File: src/rtl/mkd_pkg.sv
package mkd_pkg;
  // Parameter kind and instance codes, all seven bits wide
  localparam logic [6:0] KIND_KEY     = 7'h35;   // 0110101, channel key
  localparam logic [6:0] KIND_SEQ     = 7'h36;   // 0110110, sequence number
  localparam logic [6:0] INST_BASE    = 7'h38;   // 0111000, instance 0
  localparam int         KEY_W        = 128;     // Key width in bits
  localparam int         SEQ_W        = 48;      // Sequence number width
  localparam int         INST_W       = 3;       // Instance number width
  // Retrieval supervision time, microseconds, and clock rate
  localparam int         SUP_TIME_US  = 1000;    // Default supervision time
  localparam int         CLK_MHZ      = 250;     // Core clock rate
  localparam int         SUP_CYCLES   = SUP_TIME_US * CLK_MHZ;
  localparam int         SUP_CNT_W    = 32;      // Supervision counter width
  localparam logic [1:0] LFSR_RST_HI  = 2'h1;    // Nonzero seed marker

  // Message types on the link
  typedef enum logic [2:0] {
    MKD_MSG_NONE,
    MKD_MSG_SUGGEST,
    MKD_MSG_ACCEPT,
    MKD_MSG_REQUEST,
    MKD_MSG_REJECT,
    MKD_MSG_NOTIFY
  } mkd_msg_t;
endpackage

File: src/rtl/mkd_link_if.sv
`timescale 1ns/10ps
// Message link between the fixed side and the portable side
interface mkd_link_if;
  // Fixed to portable
  logic                           f2p_valid;     // One-cycle message strobe
  mkd_pkg::mkd_msg_t              f2p_type;      // Message type
  logic                           f2p_has_key;   // Kind carries key code
  logic                           f2p_has_seq;   // Kind carries sequence code
  logic                           f2p_has_inst;  // Instance indicator present
  logic [mkd_pkg::INST_W-1:0]     f2p_inst;      // Instance number
  logic [mkd_pkg::KEY_W-1:0]      f2p_key;       // Key element payload
  logic [mkd_pkg::SEQ_W-1:0]      f2p_seq;       // Sequence seed element
  logic                           f2p_restart;   // Timer-restart element
  // Portable to fixed
  logic                           p2f_valid;
  mkd_pkg::mkd_msg_t              p2f_type;
  logic                           p2f_has_key;
  logic                           p2f_has_seq;
  logic                           p2f_has_inst;
  logic [mkd_pkg::INST_W-1:0]     p2f_inst;
  // Both ends see the same encryption status of the link
  logic                           link_encrypted;

  modport fixed_side (
    output f2p_valid, f2p_type, f2p_has_key, f2p_has_seq, f2p_has_inst, f2p_inst,
           f2p_key, f2p_seq, f2p_restart,
    input  p2f_valid, p2f_type, p2f_has_key, p2f_has_seq, p2f_has_inst, p2f_inst,
           link_encrypted
  );
  modport portable_side (
    input  f2p_valid, f2p_type, f2p_has_key, f2p_has_seq, f2p_has_inst, f2p_inst,
           f2p_key, f2p_seq, f2p_restart, link_encrypted,
    output p2f_valid, p2f_type, p2f_has_key, p2f_has_seq, p2f_has_inst, p2f_inst
  );
endinterface // mkd_link_if

File: src/rtl/mkd_portable_side.sv
`timescale 1ns/10ps
// Portable end: answers assignments, runs supervised retrieval
module mkd_portable_side #(
  parameter int SUP_CYCLES = mkd_pkg::SUP_CYCLES   // Supervision time in cycles
) (
  input  wire logic                         core_clk,
  input  wire logic                         reset_n,
  mkd_link_if.portable_side                 link,
  input  wire logic                         refuse,        // Reject suggests while no retrieval open
  input  wire logic                         retr_go,       // Start retrieval
  input  wire logic                         retr_key,      // Want key
  input  wire logic                         retr_seq,      // Want sequence
  input  wire logic                         retr_has_inst,
  input  wire logic [mkd_pkg::INST_W-1:0]   retr_inst,
  output logic                              retr_busy,     // Retrieval open
  output logic                              retr_done,     // Parameters got, pulse
  output logic                              retr_fail,     // Rejected/aborted, pulse
  output logic                              key_valid,     // Key held
  output logic [mkd_pkg::KEY_W-1:0]         key_out,
  output logic [mkd_pkg::INST_W-1:0]        key_inst,
  output logic                              seq_valid,
  output logic [mkd_pkg::SEQ_W-1:0]         seq_out
);
  typedef enum logic [1:0] {PS_IDLE, PS_WAIT} mkd_ps_state_t;

  mkd_ps_state_t                 state_r;     // Retrieval state
  logic [mkd_pkg::SUP_CNT_W-1:0] tmr_r;       // Supervision timer
  logic                          expired_r;   // First expiry seen
  logic                          rq_key_r;    // Kind of open request
  logic                          rq_seq_r;
  logic                          rq_hi_r;
  logic [mkd_pkg::INST_W-1:0]    rq_inst_r;
  logic                          tmo;         // Timer expires now
  logic                          rx_sug;      // Suggest arrives
  logic                          ans_match;   // Answer matches open request

  localparam int SUP_CNT = mkd_pkg::SUP_CNT_W;  // Width of timer reload casts

  assign tmo       = (tmr_r == '0);
  assign rx_sug    = link.f2p_valid && link.f2p_type == mkd_pkg::MKD_MSG_SUGGEST;
  assign ans_match = (link.f2p_has_key == rq_key_r) && (link.f2p_has_seq == rq_seq_r) &&
                     (link.f2p_has_inst == rq_hi_r) && (!rq_hi_r || link.f2p_inst == rq_inst_r);

  // Retrieval control, timer, retry and abort
  always_ff @(posedge core_clk) begin
    if (!reset_n) begin
      state_r   <= PS_IDLE;
      tmr_r     <= '0;
      expired_r <= 1'b0;
      rq_key_r  <= 1'b0;
      rq_seq_r  <= 1'b0;
      rq_hi_r   <= 1'b0;
      rq_inst_r <= '0;
      retr_busy <= 1'b0;
      retr_done <= 1'b0;
      retr_fail <= 1'b0;
    end else begin
      retr_done <= 1'b0;
      retr_fail <= 1'b0;
      case (state_r)
        PS_IDLE: begin
          if (retr_go && link.link_encrypted && (retr_key | retr_seq)) begin
            state_r   <= PS_WAIT;
            retr_busy <= 1'b1;
            expired_r <= 1'b0;
            tmr_r     <= SUP_CNT'(SUP_CYCLES - 1);
            rq_key_r  <= retr_key;
            rq_seq_r  <= retr_seq;
            rq_hi_r   <= retr_has_inst;
            rq_inst_r <= retr_has_inst ? retr_inst : '0;
          end
        end
        PS_WAIT: begin
          if (link.f2p_valid && ans_match && (rx_sug || link.f2p_type == mkd_pkg::MKD_MSG_REJECT)) begin
            // Closing suggest or reject ends the exchange
            state_r   <= PS_IDLE;
            retr_busy <= 1'b0;
            retr_done <= rx_sug;
            retr_fail <= !rx_sug;
          end else if (link.f2p_valid && link.f2p_type == mkd_pkg::MKD_MSG_NOTIFY && link.f2p_restart) begin
            tmr_r <= SUP_CNT'(SUP_CYCLES - 1);
          end else if (tmo && expired_r) begin
            state_r   <= PS_IDLE;
            retr_busy <= 1'b0;
            retr_fail <= 1'b1;
          end else if (tmo) begin
            expired_r <= 1'b1;
            tmr_r     <= SUP_CNT'(SUP_CYCLES - 1);
          end else begin
            tmr_r <= tmr_r - 1'b1;
          end
        end
        default: begin
          state_r   <= PS_IDLE;
          retr_busy <= 1'b0;
        end
      endcase
    end
  end

  // Store received parameters, absent instance taken as zero
  always_ff @(posedge core_clk) begin
    if (!reset_n) begin
      key_valid <= 1'b0;
      key_out   <= '0;
      key_inst  <= '0;
      seq_valid <= 1'b0;
      seq_out   <= '0;
    end else if (rx_sug && !(state_r == PS_IDLE && refuse)) begin
      if (link.f2p_has_key) begin
        key_valid <= 1'b1;
        key_out   <= link.f2p_key;
        key_inst  <= link.f2p_has_inst ? link.f2p_inst : '0;
      end
      if (link.f2p_has_seq) begin
        seq_valid <= 1'b1;
        seq_out   <= link.f2p_seq;
      end
    end
  end

  // Outgoing messages: accept, reject, request and its single resend
  always_ff @(posedge core_clk) begin
    if (!reset_n) begin
      link.p2f_valid    <= 1'b0;
      link.p2f_type     <= mkd_pkg::MKD_MSG_NONE;
      link.p2f_has_key  <= 1'b0;
      link.p2f_has_seq  <= 1'b0;
      link.p2f_has_inst <= 1'b0;
      link.p2f_inst     <= '0;
    end else begin
      link.p2f_valid <= 1'b0;
      if (state_r == PS_IDLE && rx_sug && link.link_encrypted) begin
        // Answer an assignment; kind copied, never parameters
        link.p2f_valid    <= 1'b1;
        link.p2f_type     <= refuse ? mkd_pkg::MKD_MSG_REJECT : mkd_pkg::MKD_MSG_ACCEPT;
        link.p2f_has_key  <= link.f2p_has_key;
        link.p2f_has_seq  <= link.f2p_has_seq;
        link.p2f_has_inst <= link.f2p_has_inst;
        link.p2f_inst     <= link.f2p_inst;
      end else if (state_r == PS_IDLE && retr_go && link.link_encrypted && (retr_key | retr_seq)) begin
        link.p2f_valid    <= 1'b1;
        link.p2f_type     <= mkd_pkg::MKD_MSG_REQUEST;
        link.p2f_has_key  <= retr_key;
        link.p2f_has_seq  <= retr_seq;
        link.p2f_has_inst <= retr_has_inst;
        link.p2f_inst     <= retr_has_inst ? retr_inst : '0;
      end else if (state_r == PS_WAIT && tmo && !expired_r && !link.f2p_valid && link.link_encrypted) begin
        // Resend same request on first expiry
        link.p2f_valid    <= 1'b1;
        link.p2f_type     <= mkd_pkg::MKD_MSG_REQUEST;
        link.p2f_has_key  <= rq_key_r;
        link.p2f_has_seq  <= rq_seq_r;
        link.p2f_has_inst <= rq_hi_r;
        link.p2f_inst     <= rq_inst_r;
      end
    end
  end
endmodule // mkd_portable_side

File: src/flat_wrapper.sv
// flat-port wrapper written by rule: the top's interface ports become plain ports
module mkd_portable_side_flat 
#(
  parameter int SUP_CYCLES = mkd_pkg::SUP_CYCLES                                
)
  (core_clk, reset_n, refuse, retr_go, retr_key, retr_seq, retr_has_inst, retr_inst, retr_busy, retr_done, retr_fail, key_valid, key_out, key_inst, seq_valid, seq_out, link_f2p_valid, link_f2p_type, link_f2p_has_key, link_f2p_has_seq, link_f2p_has_inst, link_f2p_inst, link_f2p_key, link_f2p_seq, link_f2p_restart, link_link_encrypted, link_p2f_valid, link_p2f_type, link_p2f_has_key, link_p2f_has_seq, link_p2f_has_inst, link_p2f_inst);
  mkd_link_if link_i ();
  input  wire logic core_clk;
  input  wire logic reset_n;
  input  wire logic refuse;
  input  wire logic retr_go;
  input  wire logic retr_key;
  input  wire logic retr_seq;
  input  wire logic retr_has_inst;
  input  wire logic [mkd_pkg::INST_W-1:0] retr_inst;
  output logic retr_busy;
  output logic retr_done;
  output logic retr_fail;
  output logic key_valid;
  output logic [mkd_pkg::KEY_W-1:0] key_out;
  output logic [mkd_pkg::INST_W-1:0] key_inst;
  output logic seq_valid;
  output logic [mkd_pkg::SEQ_W-1:0] seq_out;
  input wire logic [$bits(link_i.f2p_valid)-1:0] link_f2p_valid;
  input wire logic [$bits(link_i.f2p_type)-1:0] link_f2p_type;
  input wire logic [$bits(link_i.f2p_has_key)-1:0] link_f2p_has_key;
  input wire logic [$bits(link_i.f2p_has_seq)-1:0] link_f2p_has_seq;
  input wire logic [$bits(link_i.f2p_has_inst)-1:0] link_f2p_has_inst;
  input wire logic [$bits(link_i.f2p_inst)-1:0] link_f2p_inst;
  input wire logic [$bits(link_i.f2p_key)-1:0] link_f2p_key;
  input wire logic [$bits(link_i.f2p_seq)-1:0] link_f2p_seq;
  input wire logic [$bits(link_i.f2p_restart)-1:0] link_f2p_restart;
  input wire logic [$bits(link_i.link_encrypted)-1:0] link_link_encrypted;
  output wire logic [$bits(link_i.p2f_valid)-1:0] link_p2f_valid;
  output wire logic [$bits(link_i.p2f_type)-1:0] link_p2f_type;
  output wire logic [$bits(link_i.p2f_has_key)-1:0] link_p2f_has_key;
  output wire logic [$bits(link_i.p2f_has_seq)-1:0] link_p2f_has_seq;
  output wire logic [$bits(link_i.p2f_has_inst)-1:0] link_p2f_has_inst;
  output wire logic [$bits(link_i.p2f_inst)-1:0] link_p2f_inst;
  assign link_i.f2p_valid = link_f2p_valid;
  assign link_i.f2p_type = link_f2p_type;
  assign link_i.f2p_has_key = link_f2p_has_key;
  assign link_i.f2p_has_seq = link_f2p_has_seq;
  assign link_i.f2p_has_inst = link_f2p_has_inst;
  assign link_i.f2p_inst = link_f2p_inst;
  assign link_i.f2p_key = link_f2p_key;
  assign link_i.f2p_seq = link_f2p_seq;
  assign link_i.f2p_restart = link_f2p_restart;
  assign link_i.link_encrypted = link_link_encrypted;
  assign link_p2f_valid = link_i.p2f_valid;
  assign link_p2f_type = link_i.p2f_type;
  assign link_p2f_has_key = link_i.p2f_has_key;
  assign link_p2f_has_seq = link_i.p2f_has_seq;
  assign link_p2f_has_inst = link_i.p2f_has_inst;
  assign link_p2f_inst = link_i.p2f_inst;
  mkd_portable_side #(.SUP_CYCLES(SUP_CYCLES)) u_core (.core_clk(core_clk), .reset_n(reset_n), .link(link_i), .refuse(refuse), .retr_go(retr_go), .retr_key(retr_key), .retr_seq(retr_seq), .retr_has_inst(retr_has_inst), .retr_inst(retr_inst), .retr_busy(retr_busy), .retr_done(retr_done), .retr_fail(retr_fail), .key_valid(key_valid), .key_out(key_out), .key_inst(key_inst), .seq_valid(seq_valid), .seq_out(seq_out));
endmodule
File: config.mk
export PLATFORM = sky130hd
export DESIGN_NAME = mkd_portable_side_flat
export DESIGN_NICKNAME = d
export VERILOG_FILES = /design/src/rtl/mkd_pkg.sv /design/src/rtl/mkd_link_if.sv /design/src/rtl/mkd_portable_side.sv /design/src/flat_wrapper.sv
export SDC_FILE = /design/constraint.sdc
export NUM_CORES = 1
export LEC_CHECK = 0
export ABC_CLOCK_PERIOD_IN_PS = 2610
export BUFFER_PORTS_ARGS = -buffer_cell sky130_fd_sc_hd__buf_4
export CAP_MARGIN = 20
export CELL_PAD_IN_SITES_DETAIL_PLACEMENT = 1
export CELL_PAD_IN_SITES_GLOBAL_PLACEMENT = 1
export CORE_MARGIN = 5
export CORE_UTILIZATION = 30
export CTS_CLUSTER_DIAMETER = 80
export DETAILED_ROUTE_END_ITERATION = 7
export PLACE_DENSITY = 0.72
export SLEW_MARGIN = 5
export SYNTH_ARGS = -nofsm -noshare
export SYNTH_HDL_FRONTEND = slang
export SYNTH_SLANG_ARGS = --single-unit
File: constraint.sdc
create_clock -name core_clk -period 2.61 [get_ports core_clk]
set_input_delay 0.1305 -clock core_clk [delete_from_list [all_inputs] [get_ports core_clk]]
set_output_delay 0.1305 -clock core_clk [all_outputs]
set_load 0.01 [all_outputs]
Word level (Yosys, flattened, before mapping). Cells that the tools add are included. W data, S select, Z words.

Add/subtract/negate cells: 1. Multiplexer cells: 46. Eq/ne operators: 16. Bitwise gates (word level): 1. Reductions and logical operators: 41.

Operator list (count): $mux W32 (5); $pmux W32 S2 (1); $logic_not A32 Y1 (1); $sub A32 B1 Y32 const B (1); $mux W3 (9); $mux W1 (24); $logic_and A1 B1 Y1 (22); $mux W2 (4); $reduce_and A2 Y1 (4); $eq A3 B3 Y1 const B (2); $ne A2 B2 Y1 const B (3); $ne A3 B2 Y1 const B (2); $reduce_and A3 Y1 (2); $reduce_and A6 Y1 (1); $logic_not A1 Y1 (5); $ne A2 B1 Y1 const B (2); $pmux W1 S2 (2); $pmux W2 S2 (1); $reduce_and A4 Y1 (1); $eq A1 B1 Y1 (3); $eq A3 B1 Y1 const B (1); $eq A3 B3 Y1 (1); $ne A3 B1 Y1 const B (1); $reduce_bool A3 Y1 (1); other kinds (5) (6).

Output and inout port bits: 194. Word-level logic and storage cells: 126. Flip-flop bits (word level): 235.

Logic depth before layout (Yosys ltp). Gate-level depths: netlist of the first run.

Depth in word-level cells: 8. Depth in mapped cells: 9. Depth with buffers taken out: 8.

Least setup slack after synthesis of the first run. OpenSTA, ideal clock, no wires.

Path kind: register -> register. Start: reg u_core.tmr_r[0] (netlist bit). End: reg u_core.tmr_r[10] (netlist bit). Buffers on the path: 1. Required time: 2493 ps. Slack: 100 ps. Setup time: 117 ps. Stages on the path, launching flop included: 10. Arrival time: 2392 ps. Cell sequence: dfxtp_1 -> inv_1 -> ha_1 -> or3b_2 -> or2_1 -> or4_1 -> nand2_2 -> buf_4 -> nor2_1 -> a32o_1.

Cells in the longest elaborated chain, start to end: 6.

Ends and longest elaborated chain: start: declaration (line mkd_portable_side.sv:27) `logic [mkd_pkg::SUP_CNT_W-1:0] tmr_r;`; start signal: assignment (line mkd_portable_side.sv:66) `tmr_r <= SUP_CNT'(SUP_CYCLES - 1);`; start signal: assignment (line mkd_portable_side.sv:81) `tmr_r <= SUP_CNT'(SUP_CYCLES - 1);`; start signal: assignment (line mkd_portable_side.sv:88) `tmr_r <= SUP_CNT'(SUP_CYCLES - 1);`; $sub A32 B1 Y32 or $logic_not A32 Y1 (tied branches) (line mkd_portable_side.sv:90, mkd_portable_side.sv:39); $mux W32 (line mkd_portable_side.sv:86) `end else if (tmo) begin`; $mux W32 (line mkd_portable_side.sv:82) `end else if (tmo && expired_r) begin`; $mux W32 (line mkd_portable_side.sv:80) `end else if (link.f2p_valid && link.f2p_type == mkd_pkg::MKD_MSG_NOTIFY && link.f2p_restart) begin`; $mux W32 (line mkd_portable_side.sv:74) `if (link.f2p_valid && ans_match && (rx_sug || link.f2p_type == mkd_pkg::MKD_MSG_REJECT)) begin`; $pmux W32 S2 (line mkd_portable_side.sv:60) `case (state_r)`.

Several ways; a longest one is shown, not always the timed one. The select of a mux whose other input is x is not followed. A chain may end at the register's enable or synchronous reset.

Worst setup path in the final report of the first run.
Start: reg u_core.tmr_r[0] (netlist bit). End: reg u_core.tmr_r[22] (netlist bit).

Same word-level chain as after synthesis.

==> out/qor.csv, run 1 <==
stage;metric;value;unit
layout;most common cell after layout, fill and taps aside;buf_4;
sta;Worst slew margin;41.6;%
yosys;sequential fraction of the synthesis area;52.9;%
sta;Final Cycle Share;95.7;%
yosys;post-synth net total;1303;
sta;minimum clock period;2.50;ns
sta;endpoints failing hold;0;
floorplanning;num ports;392;
clock_tree;clock slew at reported path FFs;0.06;ns
yosys;Post-synth EDFFs;0;
sta;final worst hold slack;0.0137;ns
clock_tree;CTS Root Cell;clkbuf_16;
placement;routability cong.;0.835;
power;Final Total Pwr;8870;uW
worst_setup_path;CP Class;reg -> reg;
worst_setup_path;R2R depth;7;
power;leakage power;0.00634;uW
yosys;post-synthesis sequential element count;233;
clock_tree;CTS max path bufs;3;
yosys;biggest area contributors in the synthesized netlist;dfxtp_1, nand2_1, a21oi_1, clkbuf_1, nor2_1;
layout;Final Core Density;52.9;%
worst_setup_path;flop2flop setup slack;0.11;ns
placement;Place WS;0.00795;ns
worst_setup_path;CP startpoint;u_core.tmr_r[0];
drt;WL/cell;19.8;um
yosys;Synth top area share;52.9;%
drt;ANT nets after route;0;
yosys;syn_area_per_cell;7.99;um^2
layout;share of layout cells above drive strength 1;29.5;%
flow_run;# Max-Cap Violations;0;
drt;detail-routed via count per cell;4.98;
worst_hold_path;worst hold path type;in -> reg;
global_route;GRT overflow;0;
sta;Max Transition Viols Final;0;
worst_setup_path;CP required;3.04;ns
power;worst vdd ir;524;uV
floorplanning;die width;181;um
floorplanning;initial core utilization;30.6;%
worst_setup_path;Critical Path End;u_core.tmr_r[22];
drt;via count;10428;
placement;PortBufs;391;
global_route;Tot GR Track Use;23.8;%
floorplanning;die height;181;um
yosys;post-synthesis instance area;8820;um^2
sta;Setup-failing EPs final;0;
yosys;largest area contributor in the netlist;dfxtp_1;
outcome;status;complete, no violations;
drt;Residual DRC;0;
sta;Final WS setup;0.113;ns
power;PD cells;581;nW/um^2
yosys;Yosys warning count;0;
sta;unrepaired setup endpoints after global routing;false;
clock_tree;Sink Count;233;
sta;setup_tns;0;ns
sta;Final Skew;0.0182;ns
global_route;largest net degree at the start of global routing;140;
worst_setup_path;worst r2r src;u_core.tmr_r[0];
global_route;number of global-route vias before repair;11372;
floorplanning;Core Region;28900;um^2
clock_tree;htree depth;1;
sta;Worst Max-Slew Pin Slew;0.876;ns
worst_setup_path;crit end category;flip-flop;
drt;DR pass1 iterations;5;
placement;DP HPWL;25.5;mm
clock_tree;Skew-Pair Late Insertion Delay;0.55;ns
clock_tree;TritonCTS clock tree;built;
layout;Filler cells;3369;
layout;P&R area growth vs syn;72.9;%
yosys;synthesized instance count;1104;
clock_tree;CTS Buf Count;28;
worst_setup_path;Worst Path Arrival;2.92;ns
drt;Post-Route WL;41.5;mm
yosys;Most used DFF post-synth;dfxtp_1;
worst_setup_path;r2r endpoint;u_core.tmr_r[22];
layout;most frequent cells in the layout;buf_4, nand2_1, dfxtp_1, a21oi_1, dlygate4sd3_1;
global_route;first-pass GRT wire length;63.8;mm
worst_setup_path;critical path fanouts, max;4;
yosys;fraction of registers with async set/reset;0;%
layout;nets@finish;1886;
sta;Peak Freq;0.400;GHz
drt;DR iter-0 viols;431;
floorplanning;Die Area;32900;um^2
global_route;initial antenna violation count;4;
floorplanning;FP Rows;62;
worst_hold_path;hold_sp;link_f2p_type[2];
worst_setup_path;critical path launch point type;flip-flop;
yosys;Yosys cell types;62;
-- where the power goes --
group | switching, uW | internal, uW | total, uW
sequential | 57.3 | 3630 | 3680
combinational | 589 | 671 | 1260
clock | 1570 | 2350 | 3920
-- routing by layer --
layer	vias to the layer above	wire length (um)	track usage, %
li1	4933	-	-
met1	5000	15700	26.0
met2	385	20800	43.1
met3	110	3020	6.16
met4	0	2020	10.7
met5	-	0	0
-- worst max-delay path, cell delays in order, from the launching register on --
cell	delay, ns
dfxtp_1	0.31
inv_1	0.05
ha_1	0.15
or3b_2	0.52
or2_1	0.29
or4_4	0.54
and2_1	0.20
a221o_1	0.31
-- stage by stage --
stage                     instance area (um^2)  std cells
after global placement                   12400       1849
final                                    15300       2093
after global routing                     15300       2093
after CTS                                15200       2087
after detailed placement                 12400       1849
after floorplan                           8820       1104
-- logic make-up after synthesis --
kind of cell | share of synthesized area, %
XOR/XNOR | 0.496
AND/OR/NAND/NOR | 24.2
multiplexers | 0.567
buffers and inverters | 3.72
adder cells (fa/ha/maj) | 0.142
flip-flops | 52.9
AO/OA/AOI/OAI | 18.1
-- sequential cells by signal, summed over array words and instances, names as in the netlist, 3 cells and up --
signal                count
u_core.key_inst           3
u_core.key_out          128
u_core.link.p2f_inst      3
u_core.link.p2f_type      3
u_core.rq_inst_r          3
u_core.seq_out           48
u_core.tmr_r             32
-- cell usage after synthesis, drive strengths merged, types with 6 or more instances --
cell and count:
a31oi 6, inv 9, o311ai 9, o21ai 6
or4 7, nor4 8, nand4 10, a21oi 197
nor2 27, nand3 19, and2 7, nand2 386
nor3 13, a311oi 11, dfxtp 233, clkbuf 74
-- repair_timing --
item | CTS | global route
hold buffers | 190 | 0
setup endpoints to repair | 6 | 12
gates resized for setup | 2 | 2
cloned | 0 | 1
hold endpoints to repair | 193 | 0
setup buffers | 0 | 1
-- cell type report --
class / instances / area, um^2 / share of cell area (%)
multi-input combinational: 786 / 3870 / 25.4
antenna: 4 / 10.0 / 0.0656
inverter: 9 / 38.8 / 0.254
timing repair buffer: 629 / 5270 / 34.6
clock buffer: 41 / 820 / 5.37
tap: 384 / 480 / 3.15
clock inverter: 7 / 98.8 / 0.648
sequential: 233 / 4660 / 30.6
-- worst min path at each step --
stage	to	slack, ns	cells past startpoint
final	u_core.retr_done	0.01	4
after global routing	u_core.link.p2f_type[1]	0.04	2
after CTS	u_core.retr_done	0.0003	4
after detailed placement	u_core.key_out[34]	0.39	3
after global placement	u_core.key_out[74]	0.38	3
after floorplan	u_core.key_out[0]	0.27	2
No activity file was read; power rests on OpenSTA's default activity.
==> inputs of run 2 (changes only) <==
--- a/config.mk
+++ b/config.mk
@@ -14,7 +14,7 @@
 export CORE_UTILIZATION = 30
 export CTS_CLUSTER_DIAMETER = 80
 export DETAILED_ROUTE_END_ITERATION = 7
-export PLACE_DENSITY = 0.72
+export PLACE_DENSITY = 0.77
 export SLEW_MARGIN = 5
 export SYNTH_ARGS = -nofsm -noshare
 export SYNTH_HDL_FRONTEND = slang
==> run 2 against run 1 <==
Via count down 0.19%; clock skew shrank 0.0052 ns; non-clock buffer count fell by 13; clock power grew 3%; global-route usage up 0.57 points; critical endpoint is now u_core.tmr_r[16]; sequential share of layout area grew 0.25 points; design area is 0.80% lower; core utilization decreased by 0.42 points; first-iteration DRC count increased by 24%; largest cell class unchanged; critical path type unchanged; register-to-register slack better by 0.02 ns; combinational power is 4% lower; cell count fell by 0.72%; highest routed layer unchanged; largest power group unchanged.
==> out/qor.csv, run 2 (synthesis results as in run 1) <==
stage;metric;value;unit;change
layout;Finished Cell Area;15100;um^2;-0.80%
global_route;initial antenna violation count;3;;-1
sta;Peak Freq;0.404;GHz;+0.94%
sta;Final Skew;0.0130;ns;-0.00517 ns
floorplanning;die height;181;um;unchanged
power;PD cells;592;nW/um^2;+1.9%
global_route;largest net degree at the start of global routing;163;;+16%
floorplanning;Core Region;28900;um^2;unchanged
drt;DR iter-0 viols;535;;+24%
placement;Post-DP Area;12300;um^2;-1.1%
layout;share of layout cells above drive strength 1;28.5;%;-1.0 points
clock_tree;Skew-Pair Late Insertion Delay;0.53;ns;-0.02 ns
floorplanning;num ports;392;;unchanged
drt;via count;10408;;-0.19%
layout;most common cell after layout, fill and taps aside;buf_4;;
worst_hold_path;hold_sp;reset_n;;
clock_tree;CTS max path bufs;3;;unchanged
sta;Worst slew margin;40.7;%;-0.91 points
clock_tree;TritonCTS clock tree;built;;
sta;Worst Max-Slew Pin Slew;0.889;ns;+0.0136 ns
worst_setup_path;worst r2r src;u_core.tmr_r[8];;
power;Final Total Pwr;8960;uW;+1.0%
worst_setup_path;CP Class;reg -> reg;;
drt;Post-Route WL;42.4;mm;+2.1%
clock_tree;Post-CTS Setup Bufs;0;;unchanged
layout;Filler cells;3386;;+0.50%
placement;routability cong.;0.842;;+0.83%
sta;setup_tns;0;ns;unchanged
worst_setup_path;CP startpoint;u_core.tmr_r[8];;
power;worst vdd ir;455;uV;-13%
global_route;GRT overflow;0;;unchanged
sta;unrepaired setup endpoints after global routing;false;;
layout;most frequent cells in the layout;buf_4, nand2_1, dfxtp_1, a21oi_1, dlygate4sd3_1;;
worst_setup_path;crit end category;flip-flop;;
layout;Biggest register;u_core.key_out;;
global_route;Tot GR Track Use;24.3;%;+0.57 points
worst_setup_path;critical path fanouts, max;7;;+3
drt;DR pass1 iterations;5;;unchanged
drt;ANT nets after route;0;;unchanged
floorplanning;FP Rows;62;;unchanged
sta;minimum clock period;2.47;ns;-0.0232 ns
global_route;number of global-route vias before repair;11426;;+0.47%
worst_setup_path;critical path launch point type;flip-flop;;
layout;Final Core Density;52.4;%;-0.42 points
global_route;first-pass GRT wire length;65.7;mm;+3.0%
power;leakage power;0.00628;uW;-0.97%
drt;detail-routed via count per cell;5.01;;+0.53%
clock_tree;Sink Count;233;;unchanged
worst_setup_path;CP required;3.05;ns;about the same
sta;final worst hold slack;0.0235;ns;+0.00989 ns
clock_tree;htree depth;1;;unchanged
drt;WL/cell;20.4;um;+2.9%
sta;Final Cycle Share;94.8;%;-0.89 points
drt;Residual DRC;0;;unchanged
floorplanning;initial core utilization;30.6;%;unchanged
layout;nets@finish;1872;;-0.74%
clock_tree;CTS Buf Count;28;;unchanged
flow_run;# Max-Cap Violations;0;;unchanged
layout;P&R area growth vs syn;71.5;%;
clock_tree;clock slew at reported path FFs;0.06;ns;about the same
sta;Setup-failing EPs final;0;;unchanged
outcome;status;complete, no violations;;
layout;max reg flops;128;;unchanged
sta;endpoints failing hold;0;;unchanged
layout;biggest regs;u_core.key_out (128), u_core.seq_out (48), u_core.tmr_r (32);;
floorplanning;Die Area;32900;um^2;unchanged
floorplanning;die width;181;um;unchanged
clock_tree;CTS Root Cell;clkbuf_16;;
placement;DP HPWL;24.5;mm;-4.1%
sta;Max Transition Viols Final;0;;unchanged
placement;PortBufs;391;;unchanged
worst_setup_path;Worst Path Arrival;2.91;ns;about the same
worst_hold_path;worst hold path type;in -> reg;;
run 2: metrics by stage:
step | setup slack [ns] | instances
final | 0.136 | 2078
after global routing | 0.0130 | 2078
after CTS | 0.0251 | 2075
after detailed placement | 0.00343 | 1835
after global placement | 0.0871 | 1835
after floorplan | 0.100 | 1104
run 2: layer usage:
layer	GRT usage [%]	up-vias	wire, um
li1	-	4889	-
met1	27.6	5016	16200
met2	45.1	399	21800
met3	5.16	104	2780
met4	8.35	0	1630
met5	0	-	0
run 2: report_power, final:
part / switching (uW) / internal, uW
clock: 1570 / 2480
sequential: 71.5 / 3620
combinational: 569 / 643
run 2: layout make-up:
cell class	count	area, um^2	share of cell area [%]
well taps	384	480	3.17
clock buffers	42	835	5.51
inverters	9	38.8	0.256
diodes	3	7.51	0.0496
flip-flops and latches	233	4660	30.8
repair buffers	616	5150	34.1
multi-input cells	785	3840	25.4
clock inverters	6	109	0.719
run 2: critical path: stages, from the launching register on:
cell and delay, ns:
dfxtp_1 0.36, or4_4 0.60, or3_4 0.44, or3_1 0.45, o31ai_4 0.20, a21oi_1 0.10
a311oi_1 0.23
run 2: worst paths after layout:
| path | endpoint | slack, ns | depth (start not counted) |
|---|---|---|---|
| max | u_core.tmr_r[16] | 0.14 | 6 |
| min | u_core.link.p2f_type[1] | 0.02 | 2 |
| max reg2reg | u_core.tmr_r[16] | 0.14 | 6 |
| min reg2reg | u_core.link.p2f_type[0] | 0.45 | 2 |
run 2: what timing repair did:
action | 4_1_cts | 5_1_grt
setup endpoints to repair | 1 | 25
resized for setup | 1 | 1
hold buffers | 192 | 0
gates cloned | 0 | 0
endpoints found under the hold margin | 194 | 0
